File: src/hw/feature_inquiry_pkg.sv
// constants for the camera feature inquiry register bank
package feature_inquiry_pkg;

   // ****************************************************************
   // bus geometry
   // ****************************************************************
   localparam int ADDR_W = 12;
   localparam int DATA_W = 32;

   // ****************************************************************
   // register byte offsets
   // ****************************************************************
   localparam logic [11:0] OFS_BASIC_FUNCTION = 12'h400;
   localparam logic [11:0] OFS_FEATURE_HIGH = 12'h404;
   localparam logic [11:0] OFS_FEATURE_LOW = 12'h408;
   localparam logic [11:0] OFS_OPTIONAL_FUNCTION = 12'h40c;
   localparam logic [11:0] OFS_VENDOR_POINTER = 12'h480;
   localparam logic [11:0] OFS_PARALLEL_IO_POINTER = 12'h484;
   localparam logic [11:0] OFS_STROBE_POINTER = 12'h48c;
   localparam logic [11:0] OFS_VIDEO_SELECT = 12'h7f0;
   localparam logic [11:0] OFS_INQUIRY_STATUS = 12'h7f4;

   // ****************************************************************
   // field positions, numbered with bit 0 as the most significant bit
   // ****************************************************************
   localparam int POS_BRIGHTNESS = 0;
   localparam int POS_AUTO_EXPOSURE = 1;
   localparam int POS_SHARPNESS = 2;
   localparam int POS_WHITE_BALANCE = 3;
   localparam int POS_HUE = 4;
   localparam int POS_SATURATION = 5;
   localparam int POS_GAMMA = 6;
   localparam int POS_SHUTTER = 7;
   localparam int POS_GAIN = 8;
   localparam int POS_IRIS = 9;
   localparam int POS_FOCUS = 10;
   localparam int POS_TEMPERATURE = 11;
   localparam int POS_TRIGGER = 12;
   localparam int POS_TRIGGER_DELAY = 13;
   localparam int POS_WHITE_SHADING = 14;
   localparam int POS_FRAME_RATE_PRIO = 15;

   localparam int POS_ZOOM = 0;
   localparam int POS_PAN = 1;
   localparam int POS_TILT = 2;
   localparam int POS_OPTICAL_FILTER = 3;
   localparam int POS_CAPTURE_SIZE = 16;
   localparam int POS_CAPTURE_QUALITY = 17;

   localparam int POS_PARALLEL_IO = 1;
   localparam int POS_SERIAL_IO = 2;
   localparam int POS_STROBE_OUTPUT = 3;

   localparam int POS_VENDOR_FEATURE = 0;
   localparam int POS_VMODE_ERROR = 1;
   localparam int POS_FEATURE_ERROR = 2;
   localparam int POS_OPTIONAL_CSR = 3;
   localparam int POS_MODE_1394B = 8;
   localparam int POS_POWER_CTRL = 16;
   localparam int POS_ONE_SHOT = 19;
   localparam int POS_MULTI_SHOT = 20;
   localparam int POS_MEM_CHANNEL_MSB = 28;
   localparam int MEM_CHANNEL_W = 4;
   localparam logic [3:0] MEM_CHANNEL_COUNT = 4'h3;

   // ****************************************************************
   // pointer contents, in quadlets from the initial register space
   // ****************************************************************
   localparam logic [31:0] VENDOR_BLOCK_QUADLETS = 32'h0000_0100;
   localparam logic [31:0] PARALLEL_IO_BLOCK_QUADLETS = 32'h0000_0200;
   localparam logic [31:0] STROBE_BLOCK_QUADLETS = 32'h0000_0300;

   // ****************************************************************
   // video select and status fields, ordinary lsb numbering
   // ****************************************************************
   localparam int SEL_FORMAT_LSB = 0;
   localparam int SEL_MODE_LSB = 4;
   localparam int SEL_MONO_BIT = 8;
   localparam logic [2:0] VIDEO_FORMAT_RESET = 3'h0;
   localparam logic [2:0] VIDEO_MODE_RESET = 3'h0;
   localparam logic VIDEO_MONO_RESET = 1'b0;
   localparam int STAT_COLOUR_BIT = 0;
   localparam int STAT_IGNORED_BIT = 1;

endpackage : feature_inquiry_pkg

File: src/hw/camera_feature_inquiry_regs.sv
// capability inquiry register bank of the camera, reached over wishbone
//
// Operation
// - each presence bit reads 1 when its feature or function is available and 0 when not.
// - availability follows the variant strap and the mono bit of the video selection at every read; format and mode have no effect.
// - high presence bits 0..7 are brightness, auto exposure, sharpness, white balance, hue, saturation, gamma, shutter.
// - high presence bits 8..15 are gain, iris, focus, temperature, trigger, trigger delay, white shading, frame-rate priority; 16..31 reserved.
// - brightness, shutter, gain and trigger are present on both variants, white balance only on the colour one, the rest absent.
// - low presence maps zoom, pan, tilt, optical filter to 0..3 and capture size and quality to 16, 17, all reading 0.
// - optional function bits are parallel io at 1, serial io at 2, strobe at 3, reading 1, 0, 1.
// - a pointer word gives the quadlet offset of the vendor feature block, present on every variant.
// - a pointer word gives the quadlet offset of the parallel io block, present on every variant.
// - a pointer word gives the quadlet offset of the strobe output block, present on every variant.
// - the basic function word reports the optional function space at bit 3 as 1.
`timescale 1ns/1ps
`default_nettype none

module camera_feature_inquiry_regs
   import feature_inquiry_pkg::*;
(
   input wire logic clk_i,
   input wire logic rst_i,
   input wire logic ce_i,
   input wire logic colour_variant_i,
   input wire logic cyc_i,
   input wire logic stb_i,
   input wire logic we_i,
   input wire logic [ADDR_W-1:0] adr_i,
   input wire logic [3:0] sel_i,
   input wire logic [DATA_W-1:0] dat_i,
   output logic [DATA_W-1:0] dat_o,
   output logic ack_o,
   output logic [2:0] video_format_o,
   output logic [2:0] video_mode_o
);

   // ****************************************************************
   // bus handshake
   // ****************************************************************
   logic load;
   logic write;

   wb_word_slave u_slave (
      .clk_i(clk_i),
      .rst_i(rst_i),
      .ce_i(ce_i),
      .cyc_i(cyc_i),
      .stb_i(stb_i),
      .we_i(we_i),
      .ack_o(ack_o),
      .load_o(load),
      .write_o(write)
   );

   logic [ADDR_W-1:0] word_addr;
   assign word_addr = {adr_i[ADDR_W-1:2], 2'b00};

   // ****************************************************************
   // variant strap
   // ****************************************************************
   // the strap is caught while reset is held, so it settles before use
   logic colour_variant;

   always_ff @(posedge clk_i) begin
      if (rst_i) begin
         colour_variant <= colour_variant_i;
      end
   end

   // ****************************************************************
   // video selection (writable)
   // ****************************************************************
   logic [2:0] video_format;
   logic [2:0] video_mode;
   logic video_mono;
   logic select_write;

   assign select_write = write && (word_addr == OFS_VIDEO_SELECT);

   always_ff @(posedge clk_i) begin
      if (rst_i) begin
         video_format <= VIDEO_FORMAT_RESET;
         video_mode <= VIDEO_MODE_RESET;
         video_mono <= VIDEO_MONO_RESET;
      end else if (ce_i && select_write) begin
         if (sel_i[0]) begin
            video_format <= dat_i[SEL_FORMAT_LSB +: 3];
            video_mode <= dat_i[SEL_MODE_LSB +: 3];
         end
         if (sel_i[1]) begin
            video_mono <= dat_i[SEL_MONO_BIT];
         end
      end
   end

   assign video_format_o = video_format;
   assign video_mode_o = video_mode;

   // ****************************************************************
   // presence fields, indexed with bit 0 as msb
   // ****************************************************************
   logic [31:0] basic_field;
   logic [31:0] high_field;
   logic [31:0] low_field;
   logic [31:0] optional_field;
   logic colour_active;

   // a monochrome output mode hides colour controls even on colour parts
   assign colour_active = colour_variant && !video_mono;

   always_comb begin
      basic_field = '0;
      basic_field[POS_VENDOR_FEATURE] = 1'b1;
      basic_field[POS_VMODE_ERROR] = 1'b1;
      basic_field[POS_FEATURE_ERROR] = 1'b1;
      basic_field[POS_OPTIONAL_CSR] = 1'b1;
      basic_field[POS_MODE_1394B] = 1'b0;
      basic_field[POS_POWER_CTRL] = 1'b0;
      basic_field[POS_ONE_SHOT] = 1'b1;
      basic_field[POS_MULTI_SHOT] = 1'b0;
      for (int i = 0; i < MEM_CHANNEL_W; i++) begin
         // field msb sits at the lowest position number
         basic_field[POS_MEM_CHANNEL_MSB + i] = MEM_CHANNEL_COUNT[MEM_CHANNEL_W - 1 - i];
      end
   end

   always_comb begin
      high_field = '0;
      high_field[POS_BRIGHTNESS] = 1'b1;
      high_field[POS_AUTO_EXPOSURE] = 1'b0;
      high_field[POS_SHARPNESS] = 1'b0;
      high_field[POS_WHITE_BALANCE] = colour_active;
      high_field[POS_HUE] = 1'b0;
      high_field[POS_SATURATION] = 1'b0;
      high_field[POS_GAMMA] = 1'b0;
      high_field[POS_SHUTTER] = 1'b1;
      high_field[POS_GAIN] = 1'b1;
      high_field[POS_IRIS] = 1'b0;
      high_field[POS_FOCUS] = 1'b0;
      high_field[POS_TEMPERATURE] = 1'b0;
      high_field[POS_TRIGGER] = 1'b1;
      high_field[POS_TRIGGER_DELAY] = 1'b0;
      high_field[POS_WHITE_SHADING] = 1'b0;
      high_field[POS_FRAME_RATE_PRIO] = 1'b0;
   end

   always_comb begin
      low_field = '0;
      low_field[POS_ZOOM] = 1'b0;
      low_field[POS_PAN] = 1'b0;
      low_field[POS_TILT] = 1'b0;
      low_field[POS_OPTICAL_FILTER] = 1'b0;
      low_field[POS_CAPTURE_SIZE] = 1'b0;
      low_field[POS_CAPTURE_QUALITY] = 1'b0;
   end

   always_comb begin
      optional_field = '0;
      optional_field[POS_PARALLEL_IO] = 1'b1;
      optional_field[POS_SERIAL_IO] = 1'b0;
      optional_field[POS_STROBE_OUTPUT] = 1'b1;
   end

   // ****************************************************************
   // reserved positions
   // ****************************************************************
   // reserved positions of the high, low and optional maps are masked after they are built, so a later
   // edit of a map cannot leak a stray one onto the bus
   logic [31:0] high_defined;
   logic [31:0] low_defined;
   logic [31:0] optional_defined;
   logic [31:0] high_kept;
   logic [31:0] low_kept;
   logic [31:0] optional_kept;

   always_comb begin
      high_defined = '0;
      low_defined = '0;
      optional_defined = '0;
      for (int i = POS_BRIGHTNESS; i <= POS_FRAME_RATE_PRIO; i++) begin
         high_defined[i] = 1'b1;
      end
      for (int i = POS_ZOOM; i <= POS_OPTICAL_FILTER; i++) begin
         low_defined[i] = 1'b1;
      end
      low_defined[POS_CAPTURE_SIZE] = 1'b1;
      low_defined[POS_CAPTURE_QUALITY] = 1'b1;
      for (int i = POS_PARALLEL_IO; i <= POS_STROBE_OUTPUT; i++) begin
         optional_defined[i] = 1'b1;
      end
   end

   assign high_kept = high_field & high_defined;
   assign low_kept = low_field & low_defined;
   assign optional_kept = optional_field & optional_defined;

   // ****************************************************************
   // field order to bus order
   // ****************************************************************
   logic [31:0] basic_word;
   logic [31:0] high_word;
   logic [31:0] low_word;
   logic [31:0] optional_word;

   quadlet_bit_swap #(.W(32)) u_swap_basic (
      .field_i(basic_field),
      .word_o(basic_word)
   );

   quadlet_bit_swap #(.W(32)) u_swap_high (
      .field_i(high_kept),
      .word_o(high_word)
   );

   quadlet_bit_swap #(.W(32)) u_swap_low (
      .field_i(low_kept),
      .word_o(low_word)
   );

   quadlet_bit_swap #(.W(32)) u_swap_optional (
      .field_i(optional_kept),
      .word_o(optional_word)
   );

   // ****************************************************************
   // ignored-write flag
   // ****************************************************************
   logic ro_write;
   logic status_write;
   logic write_ignored;

   // any write that is not to the selection or status word is dropped
   assign ro_write = write && (word_addr != OFS_VIDEO_SELECT)
      && (word_addr != OFS_INQUIRY_STATUS);
   assign status_write = write && (word_addr == OFS_INQUIRY_STATUS);

   always_ff @(posedge clk_i) begin
      if (rst_i) begin
         write_ignored <= 1'b0;
      end else if (ce_i) begin
         if (ro_write) begin
            write_ignored <= 1'b1;
         end else if (status_write && sel_i[0] && dat_i[STAT_IGNORED_BIT]) begin
            write_ignored <= 1'b0;
         end
      end
   end

   // ****************************************************************
   // read path
   // ****************************************************************
   logic [DATA_W-1:0] next_dat;

   always_comb begin
      next_dat = '0;
      case (word_addr)
         OFS_BASIC_FUNCTION: begin
            next_dat = basic_word;
         end
         OFS_FEATURE_HIGH: begin
            next_dat = high_word;
         end
         OFS_FEATURE_LOW: begin
            next_dat = low_word;
         end
         OFS_OPTIONAL_FUNCTION: begin
            next_dat = optional_word;
         end
         OFS_VENDOR_POINTER: begin
            next_dat = VENDOR_BLOCK_QUADLETS;
         end
         OFS_PARALLEL_IO_POINTER: begin
            next_dat = PARALLEL_IO_BLOCK_QUADLETS;
         end
         OFS_STROBE_POINTER: begin
            next_dat = STROBE_BLOCK_QUADLETS;
         end
         OFS_VIDEO_SELECT: begin
            next_dat[SEL_FORMAT_LSB +: 3] = video_format;
            next_dat[SEL_MODE_LSB +: 3] = video_mode;
            next_dat[SEL_MONO_BIT] = video_mono;
         end
         OFS_INQUIRY_STATUS: begin
            next_dat[STAT_COLOUR_BIT] = colour_variant;
            next_dat[STAT_IGNORED_BIT] = write_ignored;
         end
         default: begin
            // unmapped words still answer, with zero
            next_dat = '0;
         end
      endcase
   end

   always_ff @(posedge clk_i) begin
      if (rst_i) begin
         dat_o <= '0;
      end else if (load && !we_i) begin
         dat_o <= next_dat;
      end
   end

endmodule : camera_feature_inquiry_regs

`default_nettype wire

File: src/hw/quadlet_bit_swap.sv
// reverses bit order between msb-first field numbering and the bus word
`timescale 1ns/1ps
`default_nettype none

module quadlet_bit_swap #(
   parameter int W = 32
) (
   input wire logic [W-1:0] field_i,
   output logic [W-1:0] word_o
);

   genvar g;
   generate
      for (g = 0; g < W; g++) begin : g_swap
         assign word_o[W-1-g] = field_i[g];
      end
   endgenerate

endmodule : quadlet_bit_swap

`default_nettype wire

File: src/hw/wb_word_slave.sv
// classic wishbone single-word handshake: one wait state, then ack
`timescale 1ns/1ps
`default_nettype none

module wb_word_slave (
   input wire logic clk_i,
   input wire logic rst_i,
   input wire logic ce_i,
   input wire logic cyc_i,
   input wire logic stb_i,
   input wire logic we_i,
   output logic ack_o,
   output logic load_o,
   output logic write_o
);

   typedef enum logic [0:0] {IDLE, ANSWER} slave_state_t;

   slave_state_t state;
   slave_state_t next_state;

   // ****************************************************************
   // handshake state
   // ****************************************************************
   always_comb begin
      next_state = state;
      case (state)
         IDLE: begin
            if (cyc_i && stb_i) begin
               next_state = ANSWER;
            end
         end
         ANSWER: begin
            // back to idle for a cycle so ack always drops after one cycle
            next_state = IDLE;
         end
         default: begin
            next_state = IDLE;
         end
      endcase
   end

   always_ff @(posedge clk_i) begin
      if (rst_i) begin
         state <= IDLE;
      end else if (ce_i) begin
         state <= next_state;
      end
   end

   // ack is hidden while frozen: a write cannot land then, so the master must keep waiting
   assign ack_o = ce_i && (state == ANSWER);
   // read data is captured on the edge that raises ack
   assign load_o = ce_i && (state == IDLE) && cyc_i && stb_i;
   // writes land on the edge at which the master samples ack
   assign write_o = ce_i && (state == ANSWER) && cyc_i && stb_i && we_i;

endmodule : wb_word_slave

`default_nettype wire

File: config.mk
export PLATFORM = sky130hd
export DESIGN_NAME = camera_feature_inquiry_regs
export DESIGN_NICKNAME = d
export VERILOG_FILES = /design/src/hw/feature_inquiry_pkg.sv /design/src/hw/camera_feature_inquiry_regs.sv /design/src/hw/quadlet_bit_swap.sv /design/src/hw/wb_word_slave.sv
export SDC_FILE = /design/constraint.sdc
export NUM_CORES = 1
export LEC_CHECK = 0
export BUFFER_PORTS_ARGS = -buffer_cell sky130_fd_sc_hd__buf_2
export CAP_MARGIN = 20
export CORE_MARGIN = 8
export CORE_UTILIZATION = 38
export CTS_CLUSTER_SIZE = 24
export DETAILED_ROUTE_END_ITERATION = 8
export GPL_TIMING_DRIVEN = 0
export PLACE_DENSITY = 0.59
export SLEW_MARGIN = 0
export SYNTH_ARGS = -nofsm -noshare
export SYNTH_HDL_FRONTEND = slang
export SYNTH_HIERARCHICAL = 1
export SYNTH_SLANG_ARGS = --single-unit
File: constraint.sdc
create_clock -name clk_i -period 2.1 [get_ports clk_i]
set_input_delay 0.21 -clock clk_i [delete_from_list [all_inputs] [get_ports clk_i]]
set_output_delay 0.21 -clock clk_i [all_outputs]
set_load 0.02 [all_outputs]
# Yosys cells after proc, flatten, opt, wreduce, memory -nomap -nowiden
# Index checks and enable logic that the tools add are counted.
# totals
register_bits,40
latch_bits,0
ram_bits,0
mem_bits_ro,0
in_bits,55
output_inout_bits,39
elab_cells,52
mem_count,0
# op_classes
addsub,0
multipliers,0
div,0
magnitude_cmp,0
n_eq_ne,10
n_shift,0
muxes,9
n_bitwise,1
reduce_logical,25
# op_table
cell,count
one-hot mux 23 bit (4 select lines),1
equality test 10 x 9 -> 1 bit (second input constant),8
inequality test 10 x 9 -> 1 bit (second input constant),2
logical AND 1 bit,17
one-hot mux 2 bit (3 select lines),1
AND reduction 2 bit,3
two-way mux 1 bit,4
one-hot mux 1 bit (2 select lines),2
OR reduction 2 bit,2
two-way mux 3 bit,1
zero test 1 bit,2
nonzero test 2 bit,1
inverter 1 bit,1

# Longest topological paths before layout
# depth
depth_word,9
depth_mapped,8
mapped_depth_nobuf,6

# Hierarchy
# Netlist, hierarchy kept.
# modules_own_cells
module,n_inst,cells_each,area_each_um2,seq_area_each_um2
camera_feature_inquiry_regs,1,223,2473.6,830.8
quadlet_bit_swap,4,32,240.2,0.0
wb_word_slave,1,9,63.8,20.0

# Worst setup path before layout
# No wires, ideal clock.
# synth_timing
path_type,register to register
from,register u_slave.state
to,register dat_o[12]
setup_time_ns,0.065
arrival_ns,1.515
required_ns,2.035
setup_slack_ns,0.520
path_stages_with_launch,9
path_buffers,2
cell_sequence,dfxtp_1 -> nand4b_1 -> inv_1 -> nand2b_1 -> clkbuf_1 -> nor4_4 -> buf_6 -> a22oi_1 -> nor2_1
# synth_via
elab_chain_cells,5
# synth_rtl
item,line_no,text
start: declaration,wb_word_slave.sv:19,slave_state_t state;
start signal: assignment,wb_word_slave.sv:47,state <= next_state;
inverter 1 bit,-,
logical AND 1 bit (3 in series),wb_word_slave.sv:54,assign load_o = ce_i && (state == IDLE) && cyc_i && stb_i;
via load,camera_feature_inquiry_regs.sv:40,logic load;
logical AND 1 bit,camera_feature_inquiry_regs.sv:297,end else if (load && !we_i) begin
end signal: assignment,camera_feature_inquiry_regs.sv:298,dat_o <= next_dat;
end: declaration,camera_feature_inquiry_regs.sv:31,"output logic [DATA_W-1:0] dat_o,"
# The timed path passes the listed nets, and every way through them passes these cells.
# A chain may end at the register's enable or synchronous reset.

# Final worst setup path
# layout_timing
from,register u_slave.state
to,register dat_o[5]
# The elaborated chain is that of the path after synthesis.

==> run_results.csv <==
group,metric,value,unit
outcome,outcome,"finished, final reports clean",
power,power.leakage,2.30,nW
synthesis,synth_top_area_share,27.5,%
power,p_per_area,455,mW/mm²
synthesis,synth-seq-area-share,24.3,%
critical_path,r2r_slack,270,ps
timing,worst_pin_slew,676,ps
cells_and_area,nets,610,
timing,fin_skew,11.5,ps
power,ir_drop,0.278,mV
floorplanning,core_area,0.00906,mm²
critical_path,worstPathRequired,2270,ps
synthesis,synthTopCellsByArea,"buf_4 (27%), dfxtp_1 (23%), mux4_2 (19%), a22oi_1 (5.2%), nor2_1 (4.1%)",
timing,min_period,1830,ps
critical_path,worstPathMaxFanout,9,
floorplanning,initial_core_util,38.6,%
routing,vias,2711,
cts,numClockSinks,42,
cts,clk_pin_slew,90,ps
floorplanning,num_rows,35,
critical_path,critPathArrivalTime,2000,ps
cells_and_area,drive_gt1_share,45.1,%
timing,finalWorstSetupSlack,273,ps
critical_path,critPathCaptureType,"flip-flop",
place,port_buffers,61,
floorplanning,die_w,112,µm
synthesis,ys_warn_count,6,
critical_path,crit_type,"flip-flop to flip-flop",
timing,clock.fmax,547,MHz
routing,vias_per_cell,4.06,
synthesis,synth_ff_type,"dfxtp_1",
grt,grt_pass1_wl,12.6,mm
synthesis,syn_area,0.00350,mm²
cells_and_area,area_growth,30.6,%
place,place_area,0.00441,mm²
cells_and_area,diodes,0,
grt,grt_max_degree,14,
critical_path,ff2ff_path_depth,7,
cts,clock-root-buffer,"clkbuf_8",
critical_path,start_kind,"flip-flop",
cells_and_area,finalInstanceArea,0.00457,mm²
synthesis,yosys.area.top_type,"buf_4",
timing,maxSlewHeadroom,54.6,%
grt,grtUsageTotal,12.5,%
timing,drv_slew,0,
worst_hold_path,min_path_cells,1,
synthesis,ys_ff_latch,42,
timing,tns,0,ps
routing,antenna_left,0,
cts,htreeDepth,2,
place,pre_cts_ws,49.8,ps
cts,clock_latency,300,ps
floorplanning,io_pins,94,
cts,clockBufferDepth,2,
floorplanning,die_y,112,µm
place,hpwl,5.69,mm
synthesis,syn_avg_cell_area,9.72,µm²
synthesis,synth-edff-count,1,
synthesis,synth_common_cells,"buf_4 (128), dfxtp_1 (41), nor2_1 (38)",
cts,tritoncts,"yes",
cells_and_area,utilization,50.4,%
place,place_congestion,0.762,
grt,grt_overflow_total,0,
timing,post-route-period-util,87.0,%
synthesis,yosysUniqueCellTypes,41,
timing,hold_violations,0,
timing,setup_viol,0,
synthesis,synthCells,360,
synthesis,async_flop_share,0,%
cts,numCtsBuffers,5,
routing,drt_iter0_markers,77,
timing,rsz0062_at_grt,"false",
floorplanning,die-area,0.0125,mm²
worst_hold_path,hold_class,"primary input to flip-flop",
synthesis,yosysMostFrequentCell,"buf_4",
grt,grt_pass1_vias,2676,
timing,hold_ws,88.8,ps
routing,route.detailed.drc,0,
job,maxCapViolations,0,
cts,cts_hold_buf,0,
grt,antenna_found_initial,0,
routing,first_pass_iters,4,
routing,wl,7.42,mm
routing,avgRoutedWirePerCell,11.1,µm
==> layout make-up <==
type	count	area, µm²
fillers	885	4500
repair buffers	63	320
inverters	3	11.3
well taps	111	139
plain buffers	150	1100
flip-flops and latches	42	851
clock buffers	6	82.6
multi-input cells	290	2010
clock inverters	2	60.1
==> flip-flops by register name, indices dropped and copies added (netlist names) <==
name,flops
write_ignored,1
dat_o,32
video_mode_o,3
colour_variant,1
video_format_o,3
u_slave/state,1
video_mono,1
==> through the flow <==
step	total power, mW	std cells
after floorplan	1.21	485
after global placement	1.27	657
after detailed placement	1.27	657
after CTS	2.10	665
after global routing	2.20	667
final	2.08	667
==> cell families (layout without fill, tap and decap cells) <==
logic type,after synthesis,count (layout),share of synthesized area [%]
mux,38,38,21.7
other cells,2,127,0.215
flops,42,42,24.3
buf+inv,153,224,31.8
compound gates,52,52,10.9
simple gates,73,73,11.2
==> critical path: stages (launching register included) <==
cell and delay, ps:
dfxtp_1 340, nand4b_1 190, inv_1 90, nor2b_1 120
clkbuf_1 420, o31ai_4 200, o21ai_0 200, a211oi_1 140
==> final timing paths <==
path / start / end
setup / recovery: u_slave/state$_SDFFE_PP0P_ / dat_o[5]$_SDFFE_PP0P_
hold / removal: colour_variant_i / colour_variant$_DFFE_PP_
setup reg to reg: u_slave/state$_SDFFE_PP0P_ / dat_o[5]$_SDFFE_PP0P_
hold reg to reg: dat_o[8]$_SDFFE_PP0P_ / dat_o[8]$_SDFFE_PP0P_
==> cells in the final DEF, fill, tap and decap left out, drive strengths merged <==
cell type	count
nand4b	4
dfxtp	41
nor2b	2
and2	1
a21oi	3
o221ai	1
mux2	2
nand3	3
a22oi	24
edfxtp	1
clkbuf	15
nand3b	2
or3	1
bufinv	2
nor3	2
o2111ai	1
or4b	1
mux2i	6
o21ba	1
a31oi	1
buf	204
o31ai	1
inv	3
mux4	30
nand2	9
nor4	3
conb	127
o21ai	9
o22a	1
o22ai	1
nand2b	5
a21boi	1
nor2	38
a211oi	6
a211o	1
o311ai	1
and3	2
==> per-layer routing <==
metal  share of wire [%]  vias to the layer above  GRT usage, %
met1                  41                     1248          13.6
met2                  52                       43          23.2
met5                   0                        -             0
li1                    -                     1410             -
met3                 5.5                       10          3.73
met4                 1.1                        0          3.06
==> power breakdown <==
part	leakage [nW]	internal, mW	total [mW]	switching [mW]
clock	0.0714	0.508	0.820	0.312
sequential	0.340	0.805	0.809	0.00358
combinational	1.89	0.285	0.451	0.165
total	2.30	1.60	2.08	0.481
==> repair_timing <==
action	CTS	global route
resized for setup	0	0
setup buffers	0	2
setup endpoints to repair	0	7
(Power assumes the default switching activity.)
